==> src/shifter_pkg.sv <==
// shared constants and carrier types for the latched serial-to-parallel shifter
// assumes a single 40 MHz system clock; pins are sampled, not used as clocks
package shifter_pkg;
    localparam int STAGES = 8;
    localparam int EARLY_TAP = 6;
    localparam int LATE_TAP = 7;
    localparam int SYNC_DEPTH = 3;
    localparam int FIFO_DEPTH = 16;
    localparam logic [7:0] STAGE_RESET = 8'h00;
    localparam logic [2:0] SYNC_RESET = 3'h0;

    // one sampled pin event: edge kind plus the data pin at that moment
    typedef struct packed {
        logic rise;
        logic fall;
        logic data;
    } pin_event_t;

    typedef enum logic [1:0] {
        SH_IDLE = 2'b00,
        SH_HIGH = 2'b01,
        SH_LOW = 2'b10
    } clk_state_t;
endpackage : shifter_pkg

==> src/event_fifo.sv <==
// parameterised valid/ready fifo for pin events
// assumes same clock domain on both sides; asynchronous active-high reset
`timescale 1ns/1ps
`default_nettype none
module event_fifo #(
    parameter int WIDTH = 3,
    parameter int DEPTH = 16
) (
    input wire logic clk,
    input wire logic rst,
    input wire logic in_valid,
    output logic in_ready,
    input wire logic [WIDTH-1:0] in_data,
    output logic out_valid,
    input wire logic out_ready,
    output logic [WIDTH-1:0] out_data
);
    localparam int AW = $clog2(DEPTH);
    logic [WIDTH-1:0] mem [DEPTH];
    logic [AW-1:0] wr_ptr_r;
    logic [AW-1:0] rd_ptr_r;
    logic [AW:0] count_r;
    logic push;
    logic pop;

    assign in_ready = (count_r != (AW+1)'(DEPTH));
    assign out_valid = (count_r != '0);
    assign out_data = mem[rd_ptr_r];
    assign push = in_valid && in_ready;
    assign pop = out_valid && out_ready;

    always_ff @(posedge clk)
    begin
        if (push)
        begin
            mem[wr_ptr_r] <= in_data;
        end
    end

    always_ff @(posedge clk or posedge rst)
    begin
        if (rst)
        begin
            wr_ptr_r <= '0;
            rd_ptr_r <= '0;
            count_r <= '0;
        end
        else
        begin
            if (push)
            begin
                wr_ptr_r <= (wr_ptr_r == AW'(DEPTH-1)) ? '0 : wr_ptr_r + 1'b1;
            end
            if (pop)
            begin
                rd_ptr_r <= (rd_ptr_r == AW'(DEPTH-1)) ? '0 : rd_ptr_r + 1'b1;
            end
            if (push && !pop)
            begin
                count_r <= count_r + 1'b1;
            end
            else if (pop && !push)
            begin
                count_r <= count_r - 1'b1;
            end
        end
    end
endmodule : event_fifo
`default_nettype wire

==> src/latched_shifter.sv <==
// serial-in shifter with transparent storage latch and three-state parallel outputs
// pins arrive asynchronously and are sampled on clk; no host-visible registers
`timescale 1ns/1ps
`default_nettype none
module latched_shifter #(
    parameter int STAGES = shifter_pkg::STAGES,
    parameter int FIFO_DEPTH = shifter_pkg::FIFO_DEPTH
) (
    input wire logic clk,
    input wire logic rst,
    input wire logic shift_clock,
    input wire logic serial_in,
    input wire logic storage_strobe,
    input wire logic output_enable,
    output logic [STAGES-1:0] parallel_out,
    output logic [STAGES-1:0] parallel_oe,
    output logic early_serial_out,
    output logic late_serial_out,
    output logic overrun
);
    localparam int SD = shifter_pkg::SYNC_DEPTH;

    // three-stage samplers; a change counts once stages two and three agree
    logic [SD-1:0] clk_sync_r;
    logic [SD-1:0] dat_sync_r;
    logic [SD-1:0] str_sync_r;
    logic [SD-1:0] oe_sync_r;
    logic clk_level_r;
    logic dat_level_r;
    logic str_level_r;
    logic oe_level_r;

    always_ff @(posedge clk or posedge rst)
    begin
        if (rst)
        begin
            clk_sync_r <= shifter_pkg::SYNC_RESET;
            dat_sync_r <= shifter_pkg::SYNC_RESET;
            str_sync_r <= shifter_pkg::SYNC_RESET;
            oe_sync_r <= shifter_pkg::SYNC_RESET;
        end
        else
        begin
            clk_sync_r <= {clk_sync_r[SD-2:0], shift_clock};
            dat_sync_r <= {dat_sync_r[SD-2:0], serial_in};
            str_sync_r <= {str_sync_r[SD-2:0], storage_strobe};
            oe_sync_r <= {oe_sync_r[SD-2:0], output_enable};
        end
    end

    always_ff @(posedge clk or posedge rst)
    begin
        if (rst)
        begin
            clk_level_r <= 1'b0;
            dat_level_r <= 1'b0;
            str_level_r <= 1'b0;
            oe_level_r <= 1'b0;
        end
        else
        begin
            if (clk_sync_r[1] == clk_sync_r[2])
            begin
                clk_level_r <= clk_sync_r[2];
            end
            if (dat_sync_r[1] == dat_sync_r[2])
            begin
                dat_level_r <= dat_sync_r[2];
            end
            if (str_sync_r[1] == str_sync_r[2])
            begin
                str_level_r <= str_sync_r[2];
            end
            if (oe_sync_r[1] == oe_sync_r[2])
            begin
                oe_level_r <= oe_sync_r[2];
            end
        end
    end

    // edge detection on the filtered shift clock
    shifter_pkg::clk_state_t clk_state_r;
    shifter_pkg::pin_event_t ev_in;
    shifter_pkg::pin_event_t ev_out;
    logic ev_valid;
    logic ev_in_ready;
    logic ev_out_valid;

    always_ff @(posedge clk or posedge rst)
    begin
        if (rst)
        begin
            clk_state_r <= shifter_pkg::SH_IDLE;
        end
        else
        begin
            case (clk_state_r)
                shifter_pkg::SH_IDLE: clk_state_r <= clk_level_r ? shifter_pkg::SH_HIGH : shifter_pkg::SH_LOW;
                shifter_pkg::SH_HIGH: clk_state_r <= clk_level_r ? shifter_pkg::SH_HIGH : shifter_pkg::SH_LOW;
                shifter_pkg::SH_LOW: clk_state_r <= clk_level_r ? shifter_pkg::SH_HIGH : shifter_pkg::SH_LOW;
                default: clk_state_r <= shifter_pkg::SH_IDLE;
            endcase
        end
    end

    // data is captured with the edge, so fifo latency cannot skew setup
    always_comb
    begin
        ev_in.rise = (clk_state_r == shifter_pkg::SH_LOW) && clk_level_r;
        ev_in.fall = (clk_state_r == shifter_pkg::SH_HIGH) && !clk_level_r;
        ev_in.data = dat_level_r;
        ev_valid = ev_in.rise || ev_in.fall;
    end

    // the shift engine drains one event per cycle; the fifo absorbs bursts
    event_fifo #(
        .WIDTH($bits(shifter_pkg::pin_event_t)),
        .DEPTH(FIFO_DEPTH)
    ) u_events (
        .clk(clk),
        .rst(rst),
        .in_valid(ev_valid),
        .in_ready(ev_in_ready),
        .in_data(ev_in),
        .out_valid(ev_out_valid),
        .out_ready(1'b1),
        .out_data(ev_out)
    );

    // a lost edge can only come from pin edges faster than sampling; flag it
    always_ff @(posedge clk or posedge rst)
    begin
        if (rst)
        begin
            overrun <= 1'b0;
        end
        else if (ev_valid && !ev_in_ready)
        begin
            overrun <= 1'b1;
        end
    end

    logic [STAGES-1:0] stage_r;
    logic [STAGES-1:0] stage_nxt;
    logic [STAGES-1:0] storage_r;
    logic take_rise;
    logic take_fall;

    assign take_rise = ev_out_valid && ev_out.rise;
    assign take_fall = ev_out_valid && ev_out.fall;
    assign stage_nxt = {stage_r[STAGES-2:0], ev_out.data};

    // shift path, independent of strobe and output enable
    always_ff @(posedge clk or posedge rst)
    begin
        if (rst)
        begin
            stage_r <= shifter_pkg::STAGE_RESET;
        end
        else if (take_rise)
        begin
            stage_r <= stage_nxt;
        end
    end

    always_ff @(posedge clk or posedge rst)
    begin
        if (rst)
        begin
            early_serial_out <= 1'b0;
        end
        else if (take_rise)
        begin
            early_serial_out <= stage_r[shifter_pkg::EARLY_TAP];
        end
    end

    // last stage again, half a shift-clock period later for cascading
    always_ff @(posedge clk or posedge rst)
    begin
        if (rst)
        begin
            late_serial_out <= 1'b0;
        end
        else if (take_fall)
        begin
            late_serial_out <= stage_r[shifter_pkg::LATE_TAP];
        end
    end

    // transparent latch: include the same-cycle shift so the follow is exact
    always_ff @(posedge clk or posedge rst)
    begin
        if (rst)
        begin
            storage_r <= shifter_pkg::STAGE_RESET;
        end
        else if (str_level_r)
        begin
            storage_r <= take_rise ? stage_nxt : stage_r;
        end
        // strobe low: hold
    end

    // pins float via enable; design files never drive high impedance
    always_ff @(posedge clk or posedge rst)
    begin
        if (rst)
        begin
            parallel_out <= shifter_pkg::STAGE_RESET;
            parallel_oe <= '0;
        end
        else
        begin
            parallel_out <= (str_level_r && take_rise) ? stage_nxt : (str_level_r ? stage_r : storage_r);
            parallel_oe <= {STAGES{oe_level_r}};
        end
    end
endmodule : latched_shifter
`default_nettype wire

==> config.mk <==
export PLATFORM = sky130hd
export DESIGN_NAME = latched_shifter
export DESIGN_NICKNAME = d
export VERILOG_FILES = /design/src/shifter_pkg.sv /design/src/event_fifo.sv /design/src/latched_shifter.sv
export SDC_FILE = /design/constraint.sdc
export NUM_CORES = 1
export LEC_CHECK = 0
export BUFFER_PORTS_ARGS = -buffer_cell sky130_fd_sc_hd__buf_2
export CAP_MARGIN = 20
export CORE_UTILIZATION = 50
export DETAILED_ROUTE_END_ITERATION = 16
export HOLD_SLACK_MARGIN = 0.08
export PLACE_DENSITY = 0.67
export SLEW_MARGIN = 0
export SYNTH_ARGS = -nofsm -noshare
export SYNTH_HDL_FRONTEND = slang
export SYNTH_SLANG_ARGS = --single-unit
export TNS_END_PERCENT = 30
==> constraint.sdc <==
create_clock -name clk -period 7.1 [get_ports clk]
set_input_delay 0.355 -clock clk [delete_from_list [all_inputs] [get_ports clk]]
set_output_delay 0.355 -clock clk [all_outputs]
set_load 0.02 [all_outputs]
# --- After elaboration in Yosys (flattened, before gate mapping) ---
# Memories as Yosys holds them, arrays and structs flattened.
# Cells that the tools add are included.
word_totals:
  regBits: 59
  ram_bits: 48
  inputBits: 6
  word_cells: 62
  mem_count: 1
mem_list:
  columns: ["name", "words", "word_bits", "read_ports", "rd_clocked_by_memory_dff", "write_ports", "line_no", "source"]
  rows:
  - ["u_events.mem", 16, 3, 1, 0, 1, "event_fifo.sv:19", "logic [WIDTH-1:0] mem [DEPTH];"]
classes:
  n_addsub: 4
  n_eq_ne: 9
  n_mux: 11
  reduce_logical: 18
op_table:
  columns: ["op", "n"]
  rows:
  - ["$mux 8", 3]
  - ["$mux 5", 2]
  - ["$logic_and 1x1->1", 9]
  - ["$add 4x1->4 const B", 2]
  - ["$eq 4x4->1 const B", 2]
  - ["$mux 4", 2]
  - ["$add 5x1->5 const B", 1]
  - ["$ne 5x5->1 const B", 1]
  - ["$reduce_bool 5->1", 1]
  - ["$sub 5x1->5 const B", 1]
  - ["$eq 1x1->1", 4]
  - ["$logic_not 1->1", 4]
  - ["$mux 2", 2]
  - ["$reduce_or 3->1", 1]
  - ["$eq 2x1->1 const B", 1]
  - ["$eq 2x2->1 const B", 1]
  - ["$logic_not 2->1", 1]
  - ["$mux 1", 2]
  - ["$reduce_bool 2->1", 1]
  - ["$logic_or 1x1->1", 1]

# --- Longest topological paths before layout ---
# Gate-level depths: netlist of run 1.
depth:
  ltp_word: 8
  ltp_mapped: 12
  mapped_depth_nobuf: 11

# --- Modules after synthesis ---
# Synthesis of run 1 repeated with hierarchy kept, for this count alone.
hier_totals:
  hier_cells: 303
  area_unflattened_um2: 4548.1
modules_own_cells:
  columns: ["mod", "instances", "cells_each", "area_each_um2", "seq_area_each_um2"]
  rows:
  - ["event_fifo", 1, 174, 2800.2, 1766.7]
  - ["latched_shifter", 1, 129, 1747.9, 1151.1]

# --- Worst setup path before layout of run 1 ---
# OpenSTA, ideal clock, no wires.
synth_timing:
  path_type: "register -> register"
  start: "register clk_level_r"
  end: "register u_events.count_r[4]"
  setup_ns: 0.079
  arrival_time_ns: 3.277
  required_ns: 7.021
  path_slack_ns: 3.744
  path_stages_with_launch: 13
  path_buffers: 1
  cell_sequence: "dfrtp_1 nor3b_1 nor2_1 a21oi_1 clkbuf_1 ha_1 inv_1 ha_1 nor2b_1 o21a_1 or3_1 a21oi_1 xor2_1"
synth_rtl:
  columns: ["element", "line_no", "source"]
  rows:
  - ["start: declaration", "latched_shifter.sv:28", "logic clk_level_r;"]
  - ["start signal: assignment", "latched_shifter.sv:64", "clk_level_r <= clk_sync_r[2];"]
  - ["end signal: assignment", "event_fifo.sv:60", "count_r <= count_r + 1'b1;"]
  - ["end signal: assignment", "event_fifo.sv:64", "count_r <= count_r - 1'b1;"]
  - ["end: declaration", "event_fifo.sv:22", "logic [AW:0] count_r;"]

==> metrics.log, run 1 <==
[metrics] cell area reported after detailed placement: 0.00449 mm2
[metrics] Boundary Pins: 25
[metrics] maximum operating frequency: about 0.29 GHz
[metrics] number of buffers on the longest clock path: 2
[metrics] critical path peak fanout: 17
[metrics] Post-Route M1 WL: approximately 2900 um
[metrics] slowest stage cell, crit path: sky130_fd_sc_hd__and3b_1
[metrics] # nets final: approximately 320
[metrics] Post-Synthesis Net Count: around 290
[metrics] flip-flop cell with the highest count after synthesis: sky130_fd_sc_hd__dfrtp_1
[metrics] endpoint kind of the worst setup timing path: flop
[metrics] number of warnings issued by yosys: 0
[metrics] summed instance area of the synthesized netlist: 0.00432 mm2
[metrics] Maximum Capacitance Violations: 0
[metrics] H-tree levels: 3
[metrics] latest clock arrival within the worst-skew pair: roughly 0.37 ns
[metrics] Tightest Pin Transition: between 0.7 and 0.8 ns
[metrics] Power, Total: 1.90 mW
[metrics] initial standard-cell utilization of the core: between 50% and 60%
[metrics] setup clock skew after layout: 0.0200 ns
[metrics] tightest hold margin: approximately 0.18 ns
[metrics] metal2 WL: between 3000 and 4000 um
[metrics] net load switching power: about 0.64 mW
[metrics] clock share of power: around 18%
[metrics] final setup slack of the worst path: about 3.6 ns
[metrics] cell with the most instances after synthesis: sky130_fd_sc_hd__dfrtp_1
[metrics] clock-pin slew on the worst setup and hold paths: 0.11 ns
[metrics] drt pass-1 iters: 4
[metrics] maximum number of pins on one net before global-route repair: 60
[metrics] TritonCTS clock tree: yes
[metrics] slew margin rel.: a little over half
[metrics] Met3 Routed Length: approximately 190 um
[metrics] Worst IR Drop VDD: around 180 uV
[metrics] ratio of total power to cell area: approximately 400 mW/mm2
[metrics] Vias per Instance: roughly 5.3
[metrics] share of total power in sequential cells: a little under half
[metrics] Ant. Diodes: 0
[metrics] DR top layer: met4
[metrics] fraction of layout cells with a size suffix above 1: between 20% and 30%
[metrics] critical-path cell list: and3b_1, nor2_1, a21oi_1, ha_1, inv_1, ha_1, nor2b_1, o21a_1, or3_1, a21oi_1, xor2_1
[metrics] fin area: roughly 0.0047 mm2
[metrics] period utilization: between 40% and 50%
[metrics] sequential area share after synthesis: around 68%
[metrics] total number of vias: 2202
[metrics] crit path kind: reg -> reg
[metrics] count of flip-flops with a built-in enable after synthesis: 48
[metrics] setup violation total in the final timing report: 0
[metrics] Overall Global Routing Usage: between 10% and 20%
[metrics] Total Wirelength: between 6000 and 7000 um
[metrics] Post-Synthesis Cells: approximately 280
[metrics] DRC violation count after routing: 0
[metrics] part of the total power dissipated in combinational logic: around a third
[metrics] Area growth syn-to-layout: 9.16%
[metrics] HPWL after detailed placement: around 4300 um
[metrics] total congestion overflow: 0
[metrics] Core Rows: 33
[metrics] buffers inserted by post-CTS timing repair: 0
[metrics] fraction of synthesized cell area taken by the top area cell type: about a third
[metrics] count of distinct cell types in the synthesized netlist: 44
[metrics] sum of negative setup slack: 0 ns
[metrics] stage delay of the slowest cell on the critical path: between 0.5 and 0.6 ns
[metrics] CTS Buf Count: 9
[metrics] RSZ-0062 raised after global routing: false
[metrics] weighted congestion at the end of routability-driven global placement: approximately 0.76
[metrics] pre-CTS worst setup slack: approximately 3.6 ns
[metrics] area enclosed by the die boundary: around 0.009 mm2
[metrics] Mean Syn Cell Area: roughly 16 um2
[metrics] average wire length per cell after detail routing: approximately 15 um
[metrics] Die Span Y: about 95 um
[metrics] cell types with the highest counts after synthesis: sky130_fd_sc_hd__dfrtp_1, sky130_fd_sc_hd__edfxtp_1, sky130_fd_sc_hd__mux2_2
[metrics] Async SR Flop Fraction: roughly 55%
[metrics] register bit count reported by yosys: 107
[metrics] sort of element at the start of the critical path: flop
[metrics] hold violation total from the final report: 0
[metrics] core area: approximately 0.0083 mm2
[metrics] run status: completed
[metrics] data required time of the worst path: between 7 and 8 ns
[metrics] overall die width: around 95 um
[metrics] initial antenna violation count: 0
[metrics] final critical path time including I/O delays and setup: about 3.5 ns
[metrics] clock sink count: between 100 and 150
[metrics] Clock Root Buffer: sky130_fd_sc_hd__clkbuf_8
[metrics] wire length of the first global-routing pass: just over 10000 um
[metrics] most area-consuming cells after synthesis: sky130_fd_sc_hd__dfrtp_1, sky130_fd_sc_hd__edfxtp_1, sky130_fd_sc_hd__mux2_2
[metrics] post_cts resized: 0
[metrics] class of the tightest hold or removal check: in -> async
[metrics] Antenna Violating Nets Remaining: 0
[metrics] internal power component: 1.26 mW
[metrics] port buffer count: 24
[metrics] DRC marker count from the first detailed-route iteration: 96
[metrics] leading area contributor after synthesis: sky130_fd_sc_hd__dfrtp_1
[metrics] number of max-slew violations in the final report: 0
[metrics] Switching Fraction: ~34%
[metrics] Worst EP arrival: between 3 and 4 ns
[metrics] static leakage power: between 1.5 and 2 nW
[metrics] vias in the first global route: between 2000 and 2500
-- cell families (layout without fill, tap and decap cells) --
| group | Yosys count | in the layout | share of synthesized area (%) |
|---|---|---|---|
| DFF | 107 | 107 | 67.6 |
| muxes | 40 | 40 | 12.9 |
| buffers and inverters | 26 | 56 | 3.10 |
| adders and majority gates | 15 | 15 | 4.29 |
| and+or+nand+nor | 53 | 53 | 5.91 |
| AOI/OAI and AO/OA | 30 | 30 | 5.01 |
| xor gates and xnor gates | 6 | 6 | 1.22 |
-- critical path: cells and delay by family (launching register included) --
family / cells / cell delay (ns)
DFF: 1 / 0.41
adders and majority gates: 2 / 0.66
and+or+nand+nor: 4 / 1.14
xor gates and xnor gates: 1 / 0.15
AOI/OAI and AO/OA: 3 / 0.92
buffers and inverters: 1 / 0.12
-- layer usage --
metal	global-route usage (%)	vias up
met5	0	-
li1	-	1051
met4	6.44	0
met1	20.9	1108
met2	23.9	34
met3	4.59	9
-- flip-flops by register name (all words and copies together) (netlist names) --
name / flops
u_events.mem: 48
storage_r: 8
parallel_out: 8
clk_level_r: 1
overrun: 1
str_level_r: 1
str_sync_r: 3
parallel_oe: 1
u_events.rd_ptr_r: 4
clk_sync_r: 3
stage_r: 8
oe_level_r: 1
oe_sync_r: 3
dat_sync_r: 3
late_serial_out: 1
dat_level_r: 1
u_events.count_r: 5
early_serial_out: 1
clk_state_r: 2
u_events.wr_ptr_r: 4
-- stage by stage --
stage	std cells	utilization (%)
after floorplan	277	-
after global placement	392	54.1
after detailed placement	392	54.1
after CTS	412	56.8
after global routing	412	56.8
final	412	56.8
-- final timing paths --
path	startpoint	depth (start not counted)	slack, ns	to
worst max-delay path	clk_state_r[0]	11	3.63	u_events.count_r[4]
worst min register to register	dat_sync_r[0]	0	0.36	dat_sync_r[1]
worst max register to register	clk_state_r[0]	11	3.63	u_events.count_r[4]
min in group clk	dat_sync_r[0]	0	0.36	dat_sync_r[1]
max in group asynchronous	rst	3	6.45	late_serial_out
worst min-delay path	rst	3	0.18	clk_sync_r[0]
-- final cells by class --
class	count	area [um2]
fillers	651	3590
flip-flops and latches	107	2920
multi-input cells	144	1270
repair buffers	31	183
well taps	105	131
clock buffers	9	124
clock inverters	7	57.6
inverters	9	33.8
-- power by group through the flow --
| stage | clock network, mW | registers, mW | logic [mW] |
|---|---|---|---|
| final | 0.341 | 0.897 | 0.664 |
| after global placement | 0 | 0.907 | 0.659 |
| after floorplan | 0 | 0.906 | 0.533 |
| after CTS | 0.353 | 0.899 | 0.675 |
| after detailed placement | 0 | 0.913 | 0.670 |
| after global routing | 0.377 | 0.920 | 0.737 |
-- repair_timing --
action / CTS / global route
endpoints found under the setup margin: 0 / 0
hold endpoints to repair: 4 / 0
hold buffers: 4 / 0
-- layout by cell type, fill, tap and decap left out, types with 4 or more instances in the layout --
| cell | netlist | routed |
|---|---|---|
| sky130_fd_sc_hd__a21oi_1 | 5 | 5 |
| sky130_fd_sc_hd__buf_2 | 1 | 24 |
| sky130_fd_sc_hd__clkbuf_8 | 0 | 9 |
| sky130_fd_sc_hd__dfrtp_1 | 59 | 59 |
| sky130_fd_sc_hd__dlygate4sd3_1 | 0 | 4 |
| sky130_fd_sc_hd__edfxtp_1 | 48 | 48 |
| sky130_fd_sc_hd__ha_1 | 10 | 10 |
| sky130_fd_sc_hd__inv_1 | 9 | 8 |
| sky130_fd_sc_hd__inv_6 | 0 | 4 |
| sky130_fd_sc_hd__maj3_1 | 4 | 4 |
| sky130_fd_sc_hd__mux2_2 | 25 | 25 |
| sky130_fd_sc_hd__mux2i_1 | 5 | 5 |
| sky130_fd_sc_hd__mux4_2 | 10 | 10 |
| sky130_fd_sc_hd__nand2_1 | 15 | 15 |
| sky130_fd_sc_hd__nand2b_1 | 5 | 5 |
| sky130_fd_sc_hd__nand3_1 | 4 | 4 |
| sky130_fd_sc_hd__nor2_1 | 13 | 13 |
| sky130_fd_sc_hd__nor3_1 | 5 | 5 |
| sky130_fd_sc_hd__o21ai_0 | 8 | 8 |
| sky130_fd_sc_hd__xnor2_1 | 4 | 4 |
Note: power is estimated with default switching activity, not from simulation.
==> inputs of run 2 (changes only) <==
==> constraint.sdc (replaced) <==
create_clock -name clk -period 3.6 [get_ports clk]
set_input_delay 0.18 -clock clk [delete_from_list [all_inputs] [get_ports clk]]
set_output_delay 0.18 -clock clk [all_outputs]
set_load 0.02 [all_outputs]
==> metrics.log, run 2 (same netlist as run 1, synthesis figures left out) <==
[metrics] data required time of the worst path: 3.91 ns
[metrics] Largest register FFs: 48
[metrics] initial antenna violation count: 0
[metrics] hold violation total from the final report: 0
[metrics] H-tree levels: 3
[metrics] total number of vias: 2203
[metrics] Maximum Capacitance Violations: 0
[metrics] core area: 0.00830 mm2
[metrics] maximum operating frequency: around 0.33 GHz
[metrics] class of the tightest hold or removal check: in -> async
[metrics] Total Wirelength: 6990 um
[metrics] total congestion overflow: 0
[metrics] TritonCTS clock tree: yes
[metrics] clock-pin slew on the worst setup and hold paths: 0.11 ns
[metrics] Antenna Violating Nets Remaining: 0
[metrics] period utilization: between 80 and 90%
[metrics] DRC marker count from the first detailed-route iteration: about 160
[metrics] port buffer count: 24
[metrics] buffers inserted by post-CTS timing repair: 0
[metrics] number of fill cells in the layout: roughly 650
[metrics] Clock Root Buffer: sky130_fd_sc_hd__clkbuf_8
[metrics] latest clock arrival within the worst-skew pair: between 0.3 and 0.4 ns
[metrics] CP delay by family, top: simple AND/OR/NAND/NOR gates
[metrics] crit path kind: reg -> reg
[metrics] maximum number of pins on one net before global-route repair: 42
[metrics] tightest hold margin: 0.312 ns
[metrics] sort of element at the start of the critical path: flop
[metrics] register ranked first by flip-flop count: u_events.mem
[metrics] wire length of the first global-routing pass: 11400 um
[metrics] clock sink count: ~110
[metrics] endpoint kind of the worst setup timing path: flop
[metrics] vias in the first global route: roughly 2300
[metrics] CTS Buf Count: 9
[metrics] RSZ-0062 raised after global routing: false
[metrics] ratio of total power to cell area: 804 mW/mm2
[metrics] fraction of layout cells with a size suffix above 1: between 20 and 30%
[metrics] share of total power in sequential cells: a little under half
[metrics] most frequent cells in the layout: sky130_fd_sc_hd__dfrtp_1, sky130_fd_sc_hd__edfxtp_1, sky130_fd_sc_hd__mux2_2
[metrics] Vias per Instance: roughly 5.3
[metrics] internal power component: between 2 and 3 mW
[metrics] Area growth syn-to-layout: 10.2%
[metrics] stage delay of the slowest cell on the critical path: about 0.50 ns
[metrics] critical path peak fanout: 6
[metrics] DRC violation count after routing: 0
[metrics] Overall Global Routing Usage: between 10% and 20%
[metrics] critical path buffer and inverter count: 2
[metrics] Power, Total: 3.82 mW
[metrics] # nets final: ~320
[metrics] drt pass-1 iters: 4
[metrics] number of buffers on the longest clock path: 2
[metrics] initial standard-cell utilization of the core: 52.0%
[metrics] Boundary Pins: 25
[metrics] most frequent standard cell in the layout excluding fill and tap cells: sky130_fd_sc_hd__dfrtp_1
[metrics] setup clock skew after layout: around 0.013 ns
[metrics] area of the multi-input gates: 0.00127 mm2
[metrics] Storage cell area: between 0.002 and 0.003 mm2
[metrics] slowest stage cell, crit path: sky130_fd_sc_hd__nor4_1
[metrics] overall die width: between 90 and 100 um
[metrics] final critical path time including I/O delays and setup: between 3 and 4 ns
[metrics] weighted congestion at the end of routability-driven global placement: roughly 0.74
[metrics] HPWL after detailed placement: ~4800 um
[metrics] number of max-slew violations in the final report: 0
[metrics] run status: completed
[metrics] Die Span Y: 94.9 um
[metrics] average wire length per cell after detail routing: roughly 17 um
[metrics] setup violation total in the final timing report: 0
[metrics] part of the total power dissipated in combinational logic: a little over a third
[metrics] slew margin rel.: about 56%
[metrics] sum of negative setup slack: 0 ns
[metrics] clock share of power: ~18%
[metrics] Worst IR Drop VDD: roughly 360 uV
[metrics] net load switching power: around 1.3 mW
[metrics] Core Rows: 33
[metrics] Ant. Diodes: 0
[metrics] critical-path cell list: nor4_1, nand2b_1, inv_1, ha_1, inv_1, ha_1, nor2b_1, o21a_1, or3_1, a21oi_1, xor2_1
[metrics] Tightest Pin Transition: 0.664 ns
[metrics] area enclosed by the die boundary: 0.00901 mm2
[metrics] static leakage power: around 1.9 nW
[metrics] Switching Fraction: between 30% and 40%
[metrics] Worst EP arrival: 3.35 ns
[metrics] worst reg2reg setup slack: between 0.5 and 0.6 ns
run 2: power by group through the flow:
stage          sequential, mW  combinational [mW]  clock [mW]
6_report                 1.75                1.38       0.687
5_1_grt                  1.80                1.54       0.753
4_1_cts                  1.76                1.40       0.702
3_5_place_dp             1.78                1.39           0
3_3_place_gp             1.77                1.36           0
2_1_floorplan            1.79                1.05           0
run 2: tightest hold or removal path, delay by kind of cell:
kind | cells | cell delay (ns)
buffers and inverters | 3 | 0.93
run 2: final timing paths:
path / from / end / depth (start not counted)
worst min-delay path: rst / clk_state_r[1] / 3
worst max register to register: u_events.count_r[1] / u_events.count_r[4] / 11
worst max-delay path: u_events.count_r[1] / u_events.count_r[4] / 11
max in group asynchronous: rst / storage_r[7] / 4
worst min register to register: clk_sync_r[0] / clk_sync_r[1] / 0
min in group clk: clk_sync_r[0] / clk_sync_r[1] / 0
run 2: per-layer routing:
layer | vias to the layer above | part of all wire, % | track usage (%)
li1 | 1064 | - | -
met5 | - | 0 | 0
met3 | 11 | 3.1 | 4.51
met2 | 35 | 48 | 27.0
met1 | 1093 | 48 | 23.7
met4 | 0 | 1.6 | 7.07
run 2: metrics by stage:
stage / std cells / cell area [um2] / utilization, % / worst slack, ns
2_1_floorplan: 277 / 4320 / - / 0.244
3_3_place_gp: 396 / 4520 / 54.5 / 0.714
3_5_place_dp: 396 / 4520 / 54.5 / 0.582
4_1_cts: 417 / 4760 / 57.3 / 0.540
5_1_grt: 417 / 4760 / 57.3 / 0.322
6_report: 417 / 4760 / 57.3 / 0.552
run 2: what timing repair did:
| action | 4_1_cts | 5_1_grt |
|---|---|---|
| hold buffers | 5 | 0 |
| gates resized for setup | 0 | 0 |
| endpoints found under the hold margin | 22 | 0 |
run 2: cell type report:
cell class                 instances  area share (%)
sequential                       107            61.3
multi-input combinational        144            26.6
timing repair buffer              36            4.68
tap                              105            2.76
clock buffer                       9            2.60
clock inverter                     7            1.29
inverter                           9           0.710
==> inputs of run 3 (changes only) <==
==> constraint.sdc (replaced) <==
create_clock -name clk -period 3 [get_ports clk]
set_input_delay 0.15 -clock clk [delete_from_list [all_inputs] [get_ports clk]]
set_output_delay 0.15 -clock clk [all_outputs]
set_load 0.02 [all_outputs]
==> metrics.log, run 3 (same netlist as run 1, synthesis figures left out) <==
[metrics] setup violation total in the final timing report: 0
[metrics] DRC marker count from the first detailed-route iteration: around 120
[metrics] hold violation total from the final report: 0
[metrics] period utilization: 88.7%
[metrics] Maximum Capacitance Violations: 0
[metrics] slew margin rel.: a little over half
[metrics] drt pass-1 iters: 4
[metrics] worst hold path stage count: 0
[metrics] Tightest Pin Transition: 0.711 ns
[metrics] most frequent standard cell in the layout excluding fill and tap cells: sky130_fd_sc_hd__dfrtp_1
[metrics] average wire length per cell after detail routing: about 17 um
[metrics] run status: completed
[metrics] register ranked first by flip-flop count: u_events.mem
[metrics] cell area reported after detailed placement: 0.00455 mm2
[metrics] CTS Buf Count: 9
[metrics] initial standard-cell utilization of the core: a little over half
[metrics] Largest register FFs: 48
[metrics] maximum number of pins on one net before global-route repair: 32
[metrics] Area growth syn-to-layout: 12.4%
[metrics] HPWL after detailed placement: approximately 4800 um
[metrics] H-tree levels: 3
[metrics] endpoint kind of the worst setup timing path: flop
[metrics] utilization after layout: 58.5%
[metrics] port buffer count: 24
[metrics] stage delay of the slowest cell on the critical path: approximately 0.44 ns
[metrics] setup clock skew after layout: 0.0108 ns
[metrics] Die Span Y: 94.9 um
[metrics] Core Rows: 33
[metrics] Antenna Violating Nets Remaining: 0
[metrics] total number of vias: 2266
[metrics] initial antenna violation count: 0
[metrics] fin area: 0.00485 mm2
[metrics] Worst IR Drop VDD: 465 uV
[metrics] RSZ-0062 raised after global routing: false
[metrics] DRC violation count after routing: 0
[metrics] most frequent cells in the layout: sky130_fd_sc_hd__dfrtp_1, sky130_fd_sc_hd__edfxtp_1, sky130_fd_sc_hd__mux2_2
[metrics] fraction of layout cells with a size suffix above 1: approximately 29%
[metrics] vias in the first global route: between 2000 and 2500
[metrics] clock-pin slew on the worst setup and hold paths: 0.10 ns
[metrics] Total Wirelength: about 7000 um
[metrics] clock sink count: around 110
[metrics] static leakage power: 1.90 nW
[metrics] critical path peak fanout: 4
[metrics] sum of negative setup slack: 0 ns
[metrics] class of the tightest hold or removal check: reg -> reg
[metrics] Final Instance Count excl. Fillers: about 420
[metrics] Ant. Diodes: 0
[metrics] Vias per Instance: roughly 5.4
[metrics] Clock Root Buffer: sky130_fd_sc_hd__clkbuf_8
[metrics] core area: 0.00830 mm2
[metrics] number of buffers on the longest clock path: 2
[metrics] final critical path time including I/O delays and setup: roughly 2.7 ns
[metrics] total congestion overflow: 0
[metrics] crit path kind: reg -> reg
[metrics] weighted congestion at the end of routability-driven global placement: between 0.7 and 0.8
[metrics] Overall Global Routing Usage: 17.7%
[metrics] slowest stage cell, crit path: sky130_fd_sc_hd__dfrtp_1
[metrics] data required time of the worst path: 3.30 ns
[metrics] worst reg2reg path depth: 11
[metrics] # nets final: approximately 330
[metrics] buffers inserted by post-CTS timing repair: 0
[metrics] number of max-slew violations in the final report: 0
[metrics] DP Cell Count: roughly 400
[metrics] TritonCTS clock tree: yes
[metrics] area enclosed by the die boundary: ~0.009 mm2
[metrics] Boundary Pins: 25
[metrics] Worst EP arrival: just under 3 ns
[metrics] sort of element at the start of the critical path: flop
[metrics] overall die width: approximately 95 um
[metrics] ratio of total power to cell area: 993 mW/mm2
[metrics] latest clock arrival within the worst-skew pair: about 0.36 ns
[metrics] wire length of the first global-routing pass: approximately 12000 um
[metrics] maximum operating frequency: 0.376 GHz
[metrics] critical-path cell list: nor4_2, nand2b_1, inv_1, ha_1, inv_1, ha_1, nor2b_1, o21a_1, or3_1, a21oi_1, xor2_1
==> run 3: what timing repair did <==
action,4_1_cts,5_1_grt
endpoints found under the setup margin,0,1
resized for setup,0,1
endpoints found under the hold margin,34,0
hold buffers,5,0
==> run 3: worst max-delay path, delay by kind of cell (launching register included) <==
kind                     cells  cell delay, ns
AO/OA/AOI/OAI                2            0.35
XOR/XNOR                     1            0.15
adder cells (fa/ha/maj)      2            0.51
buffers and inverters        2            0.23
flip-flops                   1            0.44
AND/OR/NAND/NOR              4            0.90
==> run 3: worst paths after layout <==
check	from	endpoint	slack, ns
worst min register to register	clk_sync_r[0]	clk_sync_r[1]	0.36
worst max register to register	u_events.count_r[0]	u_events.count_r[4]	0.34
worst min-delay path	clk_sync_r[0]	clk_sync_r[1]	0.36
max in group asynchronous	rst	clk_state_r[1]	1.77
min in group asynchronous	rst	parallel_out[1]	0.42
worst max-delay path	u_events.count_r[0]	u_events.count_r[4]	0.34
==> run 3: stage by stage <==
| step | setup slack [ns] | power (mW) | hold WS (ns) |
|---|---|---|---|
| floorplan | 0.0900 | 3.41 | 0.181 |
| global placement | 0.311 | 3.76 | 0.259 |
| detailed placement | 0.248 | 3.81 | 0.259 |
| CTS | 0.202 | 4.87 | 0.359 |
| global route | 0.0958 | 5.16 | 0.373 |
| finish | 0.339 | 4.82 | 0.356 |
==> run 3: report_power, final <==
| part | total (mW) | internal, mW | switching, mW |
|---|---|---|---|
| logic | 1.63 | 0.835 | 0.800 |
| clock network | 1.04 | 0.539 | 0.504 |
| registers | 2.14 | 1.88 | 0.265 |
| total | 4.82 | 3.25 | 1.57 |
==> run 3: per-layer routing <==
layer / part of all wire, % / up-vias / global-route usage [%]
met5: 0 / - / 0
met4: 1.7 / 0 / 6.94
met3: 4.0 / 10 / 4.75
met2: 51 / 42 / 27.4
met1: 44 / 1152 / 23.9
li1: - / 1062 / -
==> run 3: cell type report <==
cell class | count | area [um2]
tap | 105 | 131
multi-input combinational | 144 | 1280
clock buffer | 10 | 149
sequential | 107 | 2920
inverter | 9 | 33.8
timing repair buffer | 38 | 238
fill | 639 | 3450
clock inverter | 6 | 100
